$ cat config.mk
export PLATFORM = sky130hd
export DESIGN_NAME = adcs_sequencer
export DESIGN_NICKNAME = d
export VERILOG_FILES = /design/src/rtl/adcs_pkg.sv /design/src/rtl/adcs_pair_fifo.sv /design/src/rtl/adcs_sequencer.sv
export SDC_FILE = /design/constraint.sdc
export NUM_CORES = 1
export LEC_CHECK = 0
export BUFFER_PORTS_ARGS = -buffer_cell sky130_fd_sc_hd__buf_2
export CAP_MARGIN = 20
export CORE_ASPECT_RATIO = 1.1
export CORE_MARGIN = 5
export CORE_UTILIZATION = 55
export DETAILED_ROUTE_END_ITERATION = 8
export PLACE_DENSITY_LB_ADDON = 0.1
export SYNTH_ARGS = -nofsm -noshare
export SYNTH_HDL_FRONTEND = slang
export SYNTH_SLANG_ARGS = --single-unit
$ cat constraint.sdc
create_clock -name clock_in -period 3.4 [get_ports clock_in]
set_input_delay 0.51 -clock clock_in [delete_from_list [all_inputs] [get_ports clock_in]]
set_output_delay 0.51 -clock clock_in [all_outputs]
set_load 0.1 [all_outputs]
$ cat src/rtl/adcs_pkg.sv
// Shared constants and types for the serial conversion sequencer
package adcs_pkg;

   // Clock and timing
   localparam int CLK_KHZ        = 250_000;
   localparam int OSC_KHZ        = 400;
   localparam int OSC_DIV        = CLK_KHZ / OSC_KHZ;
   localparam int CONV_MAX_NS    = 35_000;
   localparam int CONV_MAX_CYC   = CONV_MAX_NS * (CLK_KHZ / 1000) / 1000;
   localparam int CONV_TICKS     = 8;
   localparam int WAKE_NS        = 20_000;
   localparam int WAKE_CYC       = WAKE_NS * (CLK_KHZ / 1000) / 1000;

   // Serial clock edge numbers, counted from the start bit
   localparam logic [3:0] EDGE_TRACK    = 4'h4;
   localparam logic [3:0] EDGE_EXT_CONV = 4'h6;
   localparam logic [3:0] EDGE_EXT_MSB  = 4'h7;
   localparam logic [3:0] EDGE_CTRL     = 4'h8;
   localparam logic [3:0] EDGE_OVL_EXT  = 4'ha;
   localparam logic [3:0] EDGE_EXT_DONE = 4'hf;
   localparam logic [3:0] EDGE_CLKSEL   = 4'h5;
   localparam logic [3:0] EDGE_SEL      = 4'h4;

   // Readout bit index: 1 is the top bit, idle shows zeros
   localparam logic [3:0] RD_FIRST   = 4'h1;
   localparam logic [3:0] RD_OVL_EXT = 4'h3;
   localparam logic [3:0] RD_OVL_INT = 4'h4;
   localparam logic [3:0] RD_IDLE    = 4'h9;

   // Reset values
   localparam logic [2:0] SYNC_RST      = 3'h4;
   localparam logic       CHIP_ON_RST   = 1'h1;
   localparam logic       REF_ON_RST    = 1'h0;
   localparam logic [7:0] CTRL_RST      = 8'h00;

   // Input multiplexer codes
   localparam logic [1:0] POS_A    = 2'h0;
   localparam logic [1:0] POS_B    = 2'h1;
   localparam logic [1:0] POS_HALF = 2'h2;
   localparam logic [1:0] NEG_COM  = 2'h0;
   localparam logic [1:0] NEG_GND  = 2'h1;
   localparam logic [1:0] NEG_B    = 2'h2;

   typedef struct packed {
      logic       start;
      logic [2:0] input_select;
      logic       conv_clock_select;
      logic       reference_source_select;
      logic       reference_power_on;
      logic       chip_power_on;
   } adcs_ctrl_t;

   typedef struct packed {
      logic [1:0] pos_sel;
      logic [1:0] neg_sel;
      logic       bipolar;
   } adcs_mux_t;

   typedef enum logic [2:0] {
      ST_IDLE  = 3'b001,
      ST_FRAME = 3'b010,
      ST_ICONV = 3'b100
   } adcs_state_t;

endpackage

$ cat src/rtl/adcs_pair_fifo.sv
// Two-entry result buffer with valid and ready on both sides
`timescale 1ns/1ps
module adcs_pair_fifo
#(
   parameter int WIDTH = 8,
   parameter int DEPTH = 2
)
(
   input  wire logic             clock_in,
   input  wire logic             rst_n_in,
   input  wire logic             in_valid_in,
   output logic                  in_ready_out,
   input  wire logic [WIDTH-1:0] in_data_in,
   output logic                  out_valid_out,
   input  wire logic             out_ready_in,
   output logic      [WIDTH-1:0] out_data_out
);
   localparam int PW = (DEPTH > 1) ? $clog2(DEPTH) : 1;
   localparam int CW = $clog2(DEPTH + 1);

   logic [WIDTH-1:0] mem_ff [DEPTH];
   logic [PW-1:0]    wr_ptr_ff;
   logic [PW-1:0]    rd_ptr_ff;
   logic [CW-1:0]    cnt_ff;
   logic             push;
   logic             pop;

   assign in_ready_out  = (cnt_ff != CW'(DEPTH));
   assign out_valid_out = (cnt_ff != '0);
   assign out_data_out  = mem_ff[rd_ptr_ff];
   assign push          = in_valid_in & in_ready_out;
   assign pop           = out_valid_out & out_ready_in;

   always_ff @(posedge clock_in)
   begin
      if (push)
         mem_ff[wr_ptr_ff] <= in_data_in;
   end

   always_ff @(posedge clock_in or negedge rst_n_in)
   begin
      if (!rst_n_in)
      begin
         wr_ptr_ff <= '0;
         rd_ptr_ff <= '0;
         cnt_ff    <= '0;
      end
      else
      begin
         if (push)
            wr_ptr_ff <= (wr_ptr_ff == PW'(DEPTH - 1)) ? '0 : wr_ptr_ff + 1'b1;
         if (pop)
            rd_ptr_ff <= (rd_ptr_ff == PW'(DEPTH - 1)) ? '0 : rd_ptr_ff + 1'b1;
         if (push && !pop)
            cnt_ff <= cnt_ff + 1'b1;
         else if (pop && !push)
            cnt_ff <= cnt_ff - 1'b1;
      end
   end
endmodule // adcs_pair_fifo

$ cat src/rtl/adcs_sequencer.sv
// Serial control and conversion sequencer of the two-channel converter
`timescale 1ns/1ps
// Summary of operation
// - Decode select field into positive input, negative input and polarity.
// - External clock: top bit decided rise 7, shifted out falls 8 to 15.
// - After last bit send zeros until select rises, then tri-state.
// - Internal clock: track at fall 4, conversion starts at fall 8.
// - Internal conversion on 400 kHz ticks, under 35 us, top bit shown.
// - Select high: input ignored, output off, internal conversion continues.
// - Select low, input high: repeated all-ones bytes, ten clocks each.
// - Select falling alone starts nothing; first high bit is start bit.
// - Acquisition from fall 4 lasting two or four clocks, then conversion.
// - Idle converter accepts a high bit with select low as start.
// - External mode: after bit 5 shown, next high bit starts again.
// - Internal mode: after bit 4 shown, next high bit starts again.
// - Back-to-back external conversions every ten serial clocks.
// - External mode: select toggle mid-conversion abandons the conversion.
// - Power-up: reference off, chip not shut down, waiting for a byte.
// - Power-down request acts only after its conversion has finished.
// - Reference bit 0 turns reference off; chip bit 0 powers down.
// - Input sampled on rising edges; zeros before start bit ignored.
// - External: output low on select fall, track fall 4, convert fall 6.
// - Start bit wakes chip in 20 us; reference only if internal before.
module adcs_sequencer
#(
   parameter int WAKE_CYCLES = adcs_pkg::WAKE_CYC
)
(
   input  wire logic              clock_in,
   input  wire logic              rst_n_in,
   input  wire logic              cs_n_in,
   input  wire logic              sclk_in,
   input  wire logic              din_in,
   input  wire logic [7:0]        sample_code_in,
   output logic                   dout_out,
   output logic                   dout_oe_out,
   output logic                   track_out,
   output logic                   converting_out,
   output adcs_pkg::adcs_mux_t    mux_out,
   output logic                   reference_source_select_out,
   output logic                   reference_power_on_out,
   output logic                   chip_power_on_out,
   output logic                   waking_out
);

   logic [1:0]            rst_sync_ff;
   logic                  rst_s;
   logic [2:0]            pin_s1_ff;
   logic [2:0]            pin_s2_ff;
   logic                  sclk_d_ff;
   logic                  cs_d_ff;
   logic                  cs_s;
   logic                  din_s;
   logic                  rise;
   logic                  fall;
   logic                  cs_rise;
   adcs_pkg::adcs_state_t state_ff;
   logic [3:0]            fcnt_ff;
   logic [7:0]            shift_ff;
   logic                  ext_ff;
   adcs_pkg::adcs_ctrl_t  ctrl_ff;
   logic                  allow_start;
   logic                  start_ev;
   logic                  fr_rise;
   logic                  fr_fall;
   logic                  ext_end;
   logic                  conv_end;
   logic                  abort_ev;
   logic [9:0]            osc_ff;
   logic                  osc_tick;
   logic [3:0]            tick_ff;
   logic                  int_done;
   logic                  push_v;
   logic                  buf_in_rdy;
   logic                  buf_out_v;
   logic                  pop_rdy;
   logic                  ext_f8;
   logic [7:0]            buf_data;
   logic [7:0]            rd_ff;
   logic [3:0]            rd_cnt_ff;
   logic                  rd_int_ff;
   logic                  track_ff;
   logic                  conv_ff;
   adcs_pkg::adcs_mux_t   mux_ff;
   logic                  ref_sel_ff;
   logic                  chip_on_ff;
   logic                  ref_on_ff;
   logic                  prev_ref_int_ff;
   logic                  nxt_chip_on;
   logic                  nxt_ref_on;
   logic [12:0]           wake_ff;
   logic                  dout_ff;
   logic                  dout_oe_ff;
   logic [13:0]           iconv_cyc_ff;

   // Reset release through two flops
   always_ff @(posedge clock_in or negedge rst_n_in)
   begin
      if (!rst_n_in)
         rst_sync_ff <= 2'h0;
      else
         rst_sync_ff <= {rst_sync_ff[0], 1'b1};
   end
   assign rst_s = rst_sync_ff[1];

   // Pin synchronisers: bit 2 select, bit 1 serial clock, bit 0 data
   for (genvar i = 0; i < 3; i++)
   begin : g_sync
      always_ff @(posedge clock_in or negedge rst_s)
      begin
         if (!rst_s)
         begin
            pin_s1_ff[i] <= adcs_pkg::SYNC_RST[i];
            pin_s2_ff[i] <= adcs_pkg::SYNC_RST[i];
         end
         else
         begin
            pin_s1_ff[i] <= (i == 2) ? cs_n_in : (i == 1) ? sclk_in : din_in;
            pin_s2_ff[i] <= pin_s1_ff[i];
         end
      end
   end

   always_ff @(posedge clock_in or negedge rst_s)
   begin
      if (!rst_s)
      begin
         sclk_d_ff <= 1'b0;
         cs_d_ff   <= 1'b1;
      end
      else
      begin
         sclk_d_ff <= pin_s2_ff[1];
         cs_d_ff   <= pin_s2_ff[2];
      end
   end

   assign cs_s    = pin_s2_ff[2];
   assign din_s   = pin_s2_ff[0];
   // Edges count only with select low
   assign rise    = pin_s2_ff[1] & ~sclk_d_ff & ~cs_s;
   assign fall    = ~pin_s2_ff[1] & sclk_d_ff & ~cs_s;
   assign cs_rise = cs_s & ~cs_d_ff;

   assign fr_rise = (state_ff == adcs_pkg::ST_FRAME) & rise;
   assign fr_fall = (state_ff == adcs_pkg::ST_FRAME) & fall;
   assign ext_f8  = fr_fall & ext_ff & (fcnt_ff == adcs_pkg::EDGE_CTRL);

   // Idle accepts a start; wait for bit 4 of an internal result
   // Overlap after bit 5 shown; ten clocks per conversion
   assign allow_start =
      ((state_ff == adcs_pkg::ST_IDLE) &
       ~(rd_int_ff & (rd_cnt_ff < adcs_pkg::RD_OVL_INT))) |
      ((state_ff == adcs_pkg::ST_FRAME) & ext_ff &
       (fcnt_ff >= adcs_pkg::EDGE_OVL_EXT) & (rd_cnt_ff >= adcs_pkg::RD_OVL_EXT));
   // Only a high bit starts; leading zeros ignored
   assign start_ev = rise & din_s & allow_start;
   // Select toggle abandons a frame still in progress
   assign abort_ev = cs_rise & (state_ff == adcs_pkg::ST_FRAME);
   assign ext_end  = fr_fall & ext_ff & (fcnt_ff == adcs_pkg::EDGE_EXT_DONE);
   assign int_done = (state_ff == adcs_pkg::ST_ICONV) &
                     (tick_ff == 4'(adcs_pkg::CONV_TICKS)) & buf_in_rdy;
   assign conv_end = ext_end | int_done |
                     (start_ev & (state_ff == adcs_pkg::ST_FRAME));

   // Frame sequencer
   always_ff @(posedge clock_in or negedge rst_s)
   begin
      if (!rst_s)
      begin
         state_ff <= adcs_pkg::ST_IDLE;
         fcnt_ff  <= 4'h0;
         shift_ff <= 8'h00;
         ext_ff   <= 1'b0;
         ctrl_ff  <= adcs_pkg::CTRL_RST;
      end
      else if (start_ev)
      begin
         state_ff <= adcs_pkg::ST_FRAME;
         fcnt_ff  <= 4'h1;
         shift_ff <= 8'h01;
      end
      else
      begin
         case (state_ff)
            adcs_pkg::ST_FRAME:
            begin
               if (abort_ev || ext_end)
                  state_ff <= adcs_pkg::ST_IDLE;
               // Internal conversion begins at fall 8
               else if (fr_fall && !ext_ff && fcnt_ff == adcs_pkg::EDGE_CTRL)
                  state_ff <= adcs_pkg::ST_ICONV;
               else if (rise && fcnt_ff != adcs_pkg::EDGE_EXT_DONE)
               begin
                  fcnt_ff <= fcnt_ff + 4'h1;
                  if (fcnt_ff < adcs_pkg::EDGE_CTRL)
                     shift_ff <= {shift_ff[6:0], din_s};
                  // Clock select is the fifth bit
                  if (fcnt_ff == adcs_pkg::EDGE_SEL)
                     ext_ff <= din_s;
                  // Repeated all-ones byte latched like any other
                  if (fcnt_ff == adcs_pkg::EDGE_CTRL - 4'h1)
                     ctrl_ff <= {shift_ff[6:0], din_s};
               end
            end
            adcs_pkg::ST_ICONV:
            begin
               // Internal conversion ignores the select pin
               if (int_done)
                  state_ff <= adcs_pkg::ST_IDLE;
            end
            default:
               state_ff <= adcs_pkg::ST_IDLE;
         endcase
      end
   end

   // Internal oscillator ticks and conversion step count
   assign osc_tick = (osc_ff == 10'(adcs_pkg::OSC_DIV - 1));
   always_ff @(posedge clock_in or negedge rst_s)
   begin
      if (!rst_s)
      begin
         osc_ff  <= 10'h000;
         tick_ff <= 4'h0;
      end
      else if (state_ff != adcs_pkg::ST_ICONV)
      begin
         osc_ff  <= 10'h000;
         tick_ff <= 4'h0;
      end
      else
      begin
         osc_ff <= osc_tick ? 10'h000 : osc_ff + 10'h001;
         if (osc_tick && tick_ff != 4'(adcs_pkg::CONV_TICKS))
            tick_ff <= tick_ff + 4'h1;
      end
   end

   // External top bit decided on rise 7
   assign push_v  = (fr_rise & ext_ff & (fcnt_ff == adcs_pkg::EDGE_EXT_MSB - 4'h1)) |
                    int_done;
   assign pop_rdy = ext_f8 | ((rd_cnt_ff == adcs_pkg::RD_IDLE) &
                    ~((state_ff == adcs_pkg::ST_FRAME) & ext_ff));

   adcs_pair_fifo #(.WIDTH(8), .DEPTH(2)) u_result_buf (
      .clock_in      (clock_in),
      .rst_n_in      (rst_s),
      .in_valid_in   (push_v),
      .in_ready_out  (buf_in_rdy),
      .in_data_in    (sample_code_in),
      .out_valid_out (buf_out_v),
      .out_ready_in  (pop_rdy),
      .out_data_out  (buf_data)
   );

   // Readout shifter
   always_ff @(posedge clock_in or negedge rst_s)
   begin
      if (!rst_s)
      begin
         rd_ff     <= 8'h00;
         rd_cnt_ff <= adcs_pkg::RD_IDLE;
         rd_int_ff <= 1'b0;
      end
      // Internal result waits with its top bit shown
      else if (pop_rdy && buf_out_v)
      begin
         rd_ff     <= buf_data;
         rd_cnt_ff <= adcs_pkg::RD_FIRST;
         rd_int_ff <= ~ext_f8;
      end
      // Select high ends an external readout
      else if (cs_rise && !rd_int_ff)
      begin
         rd_ff     <= 8'h00;
         rd_cnt_ff <= adcs_pkg::RD_IDLE;
      end
      else if (fall && rd_cnt_ff != adcs_pkg::RD_IDLE)
      begin
         rd_ff     <= {rd_ff[6:0], 1'b0};
         rd_cnt_ff <= rd_cnt_ff + 4'h1;
         if (rd_cnt_ff == adcs_pkg::RD_IDLE - 4'h1)
            rd_int_ff <= 1'b0;
      end
   end

   // Track from fall 4, two or four clocks, then convert
   always_ff @(posedge clock_in or negedge rst_s)
   begin
      if (!rst_s)
      begin
         track_ff <= 1'b0;
         conv_ff  <= 1'b0;
      end
      else if (abort_ev || start_ev || conv_end)
      begin
         track_ff <= 1'b0;
         conv_ff  <= 1'b0;
      end
      else if (fr_fall && fcnt_ff == adcs_pkg::EDGE_TRACK)
         track_ff <= 1'b1;
      // External conversion starts at fall 6
      else if (fr_fall && ext_ff && fcnt_ff == adcs_pkg::EDGE_EXT_CONV)
      begin
         track_ff <= 1'b0;
         conv_ff  <= 1'b1;
      end
      // Internal acquisition ends at fall 8
      else if (fr_fall && !ext_ff && fcnt_ff == adcs_pkg::EDGE_CTRL)
      begin
         track_ff <= 1'b0;
         conv_ff  <= 1'b1;
      end
   end

   // Input select decode at rise 4
   always_ff @(posedge clock_in or negedge rst_s)
   begin
      if (!rst_s)
      begin
         mux_ff     <= '0;
         ref_sel_ff <= 1'b0;
      end
      else if (fr_rise && fcnt_ff == adcs_pkg::EDGE_SEL - 4'h1)
      begin
         mux_ff.bipolar <= ~shift_ff[1] & (shift_ff[1:0] != 2'h0 | din_s);
         mux_ff.pos_sel <= ({shift_ff[1:0], din_s} == 3'h0) ? adcs_pkg::POS_HALF :
                           din_s ? adcs_pkg::POS_A : adcs_pkg::POS_B;
         if (shift_ff[1:0] == 2'h0)
            mux_ff.neg_sel <= din_s ? adcs_pkg::NEG_B : adcs_pkg::NEG_GND;
         else
            mux_ff.neg_sel <= (shift_ff[1:0] == 2'h3 || shift_ff[1:0] == 2'h1) ?
                              adcs_pkg::NEG_COM : adcs_pkg::NEG_GND;
      end
      else if (fr_rise && fcnt_ff == adcs_pkg::EDGE_CLKSEL)
         ref_sel_ff <= din_s;
   end

   // Power bits applied at conversion end; start wakes
   always_comb
   begin
      nxt_chip_on = chip_on_ff;
      nxt_ref_on  = ref_on_ff;
      if (conv_end)
      begin
         nxt_chip_on = ctrl_ff.chip_power_on;
         nxt_ref_on  = ctrl_ff.reference_power_on & ctrl_ff.reference_source_select;
      end
      if (start_ev)
      begin
         nxt_chip_on = 1'b1;
         if (conv_end ? ctrl_ff.reference_source_select : prev_ref_int_ff)
            nxt_ref_on = 1'b1;
      end
   end

   always_ff @(posedge clock_in or negedge rst_s)
   begin
      if (!rst_s)
      begin
         chip_on_ff      <= adcs_pkg::CHIP_ON_RST;
         ref_on_ff       <= adcs_pkg::REF_ON_RST;
         prev_ref_int_ff <= 1'b0;
         wake_ff         <= 13'h0000;
      end
      else
      begin
         chip_on_ff <= nxt_chip_on;
         ref_on_ff  <= nxt_ref_on;
         if (conv_end)
            prev_ref_int_ff <= ctrl_ff.reference_source_select;
         if (start_ev && !chip_on_ff)
            wake_ff <= 13'(WAKE_CYCLES);
         else if (wake_ff != 13'h0000)
            wake_ff <= wake_ff - 13'h0001;
      end
   end

   // Output drive; on as soon as select falls, showing the top bit of rd_ff
   always_ff @(posedge clock_in or negedge rst_s)
   begin
      if (!rst_s)
      begin
         dout_ff    <= 1'b0;
         dout_oe_ff <= 1'b0;
      end
      else
      begin
         dout_ff    <= rd_ff[7] & ~cs_s;
         dout_oe_ff <= ~cs_s;
      end
   end

   assign dout_out                    = dout_ff;
   assign dout_oe_out                 = dout_oe_ff;
   assign track_out                   = track_ff;
   assign converting_out              = conv_ff;
   assign mux_out                     = mux_ff;
   assign reference_source_select_out = ref_sel_ff;
   assign reference_power_on_out      = ref_on_ff;
   assign chip_power_on_out           = chip_on_ff;
   assign waking_out                  = (wake_ff != 13'h0000);

   // Cycles spent converting, paused while the buffer is full
   always_ff @(posedge clock_in or negedge rst_s)
   begin
      if (!rst_s)
         iconv_cyc_ff <= 14'h0000;
      else if (state_ff != adcs_pkg::ST_ICONV)
         iconv_cyc_ff <= 14'h0000;
      else if (buf_in_rdy && iconv_cyc_ff != 14'h3fff)
         iconv_cyc_ff <= iconv_cyc_ff + 14'h0001;
   end
endmodule // adcs_sequencer
==> results by group <==
Run status
  – Status: complete, no violations

Critical path
  – Worst setup path start: wake_ff[5]
  – RR Startpoint: state_ff[1]
  – Critical Path End Type: output port
  – Crit path launch type: flip-flop
  – R2R setup slack: between 0.8 and 0.9 ns
  – CP arrival: 2.44 ns
  – CP Max Fanout: 5
  – Crit Reg-Reg Endpoint: u_result_buf.mem_ff[0][5]
  – Critical Path RT: 2.89 ns
  – Crit Path Category: flip-flop to output port
  – Cells on worst reg2reg path: 4

Timing
  – Achievable frequency: 339 MHz
  – Unrepaired setup endpoints after global routing: no
  – Final setup violating endpoints: 0
  – Final hold violations: 0
  – Actual slew at the worst max-slew pin: 0.674 ns
  – Skew final: 0.0127 ns
  – Period utilization: 86.7%
  – Final Max Tran Viols: 0
  – Total negative slack: 0 ns
  – Headroom to the max-slew limit: 55.0%
  – Fin crit period: 2.95 ns
  – Worst Setup Slack, final: around 0.45 ns

Global route
  – GR Util met1: 22.8%
  – Largest net degree at the start of global routing: 79
  – Remaining Overflow, GRT: 0
  – Total GRT Usage: 16.7%
  – Gr busiest metal: met2
  – Met3 global-route usage: 4.31%
  – Met2 Use GR: around a quarter
  – First-pass GRT wire length: 13300 µm
  – Initial antenna violation count: 0
  – Vias in the first global route: 2931

Logic synthesis
  – Top FF cell, synth: dfrtp_1
  – Number of enable flip-flop cells after synthesis: 16
  – Post-Synthesis Cells: 402
  – Synthesized net count: 429
  – Post-Synthesis Cell Area: roughly 0.0045 mm²
  – Number of synthesized register bits: 96
  – Area leader, netlist: dfrtp_1
  – Largest cells by area after synthesis: dfrtp_1 (41%), edfxtp_1 (11%), dfstp_2 (4.1%), ha_1 (3.9%), mux2_2 (3.5%)
  – Register area share after synthesis: 55.4%
  – Count leader, synth: dfrtp_1
  – Top cell type's share of synthesized area: 40.6%
  – Synth cell count leaders: dfrtp_1 (73), nor2_1 (42), nand2_1 (37)
  – Async SR Flop Fraction: about 83%
  – Avg Inst Size Synth: 11.2 µm²
  – Synth warnings: 0
  – Distinct cells, synth: about 60

Floorplanning
  – DIE AREA: 0.0101 mm²
  – Die H: roughly 100 µm
  – Die width: 96.2 µm
  – # rows: 34
  – Initial Util: 56.5%
  – Core footprint: 0.00796 mm²
  – # IOs: 26

Place
  – Detailed-placement wirelength estimate: 5120 µm
  – GP Congestion: ~0.83
  – PortBufs: 25
  – Pre-CTS setup slack: 0.805 ns

Power and ir drop
  – VDD IR max: between 0.0003 and 0.0004 V
  – Clock power share: 30.2%
  – Sequential Power Share: 58.1%
  – Lkg Pwr: 2.15 nW
  – Sw power: 671 µW
  – Comb power frac: 11.8%
  – P per Cell Area: 474 mW/mm²
  – Cell Int Power: 1.67 mW
  – Sw Ratio: 28.7%

Clock network
  – TritonCTS Buffers: 9
  – TritonCTS clock tree: yes
  – CTS H-tree lvls: 3
  – CTS Buffer Depth: 2
  – Root buffer cell: clkbuf_8
  – Worst-path clk slew: 0.10 ns
  – Post-cts resize count: 0
  – Hold_buf cts: 1
  – Clock sinks: 96
  – Postcts setup bufs: 0
  – Worst-skew pair later-pin latency: 0.36 ns

Finish
  – Synthesis-to-finish area growth: 9.93%
  – Final nets: 459
  – Ant. Diodes: 0
  – Post-Route Utilization: 62.1%
  – Fillcell total: 669
  – Share of post-route cells with drive strength above 1: 19.5%

Hold path
  – Hold Crit Class: flip-flop to async pin

Drt
  – Wire per inst: 13.7 µm
  – Via count: 2874
  – First drt pass iteration count: 4
  – Drt total wl: 7460 µm
  – Starting DRT DRC Count: 82
  – Post-route DRC: 0
  – Vias per inst: 5.27
  – Final ANT Viol Nets: 0

Job
  – Number of max-cap violations: 0
==> worst max path at each step <==
| stage | end | cells past startpoint |
|---|---|---|
| after global placement | waking_out | 4 |
| final | waking_out | 4 |
| after detailed placement | u_result_buf.mem_ff[0][1] | 4 |
| after CTS | waking_out | 4 |
| after global routing | waking_out | 4 |
| after floorplan | waking_out | 3 |
==> cell families after synthesis <==
kind of cell | share of synthesized area (%)
AOI/OAI and AO/OA | 8.10
xor gates and xnor gates | 5.26
adders and majority gates | 3.90
buffers and inverters | 2.50
DFF | 55.4
muxes | 6.43
other | 0.0834
and+or+nand+nor | 18.3
==> area by class of cell <==
class	instances	area, µm²	area share, %
clock buffers	9	124	2.51
clock inverters	7	62.6	1.27
inverters	17	63.8	1.29
multi-input cells	280	1890	38.3
flip-flops and latches	96	2490	50.5
well taps	108	135	2.73
repair buffers	28	170	3.44
==> metrics by stage <==
step / power, mW / instance area (µm²) / hold WS [ns] / cells
floorplan: 1.58 / 4500 / 0.214 / 402
finish: 2.34 / 4940 / 0.146 / 545
global placement: 1.64 / 4720 / 0.295 / 527
detailed placement: 1.65 / 4720 / 0.297 / 527
global route: 2.47 / 4940 / 0.163 / 545
CTS: 2.37 / 4920 / 0.229 / 544
==> worst max-delay path, cell delays in order, from the launching register on <==
cell     delay [ns]
dfrtp_1        0.43
or4_4          0.58
or4_4          0.45
or3_1          0.35
buf_2          0.29
==> cells in the final DEF (no fill, tap or decap), drive strengths merged, types with 5 or more instances in the layout <==
master	n
a21oi	26
buf	27
clkbuf	9
dfrtp	73
dfstp	7
edfxtp	16
ha	14
inv	20
mux2	15
mux2i	12
nand2	38
nand2b	6
nand3	21
nor2	43
nor2b	5
nor3	5
nor3b	5
o21ai	12
or3	5
xnor2	9
xor2	18
==> power groups by stage <==
stage               clock (mW)  combinational [mW]  sequential, mW
floorplan                    0               0.205            1.38
finish                   0.706               0.276            1.36
global placement             0               0.249            1.39
global route             0.779               0.319            1.37
CTS                      0.735               0.261            1.37
detailed placement           0               0.258            1.40
==> state kept, by name, summed over array words and instances (netlist names), 2 cells and up <==
signal	count
u_result_buf.mem_ff	16
wake_ff	13
osc_ff	10
rd_ff	8
mux_out	5
fcnt_ff	4
rd_cnt_ff	4
tick_ff	4
ctrl_ff	3
pin_s1_ff	3
state_ff	3
rst_sync_ff	2
shift_ff	2
u_result_buf.cnt_ff	2
==> per-layer routing <==
metal | wire (µm) | vias up
met5 | 0 | -
met4 | 125 | 0
met3 | 262 | 7
met2 | 3470 | 40
met1 | 3600 | 1369
li1 | - | 1458
(Power assumes the default switching activity.)
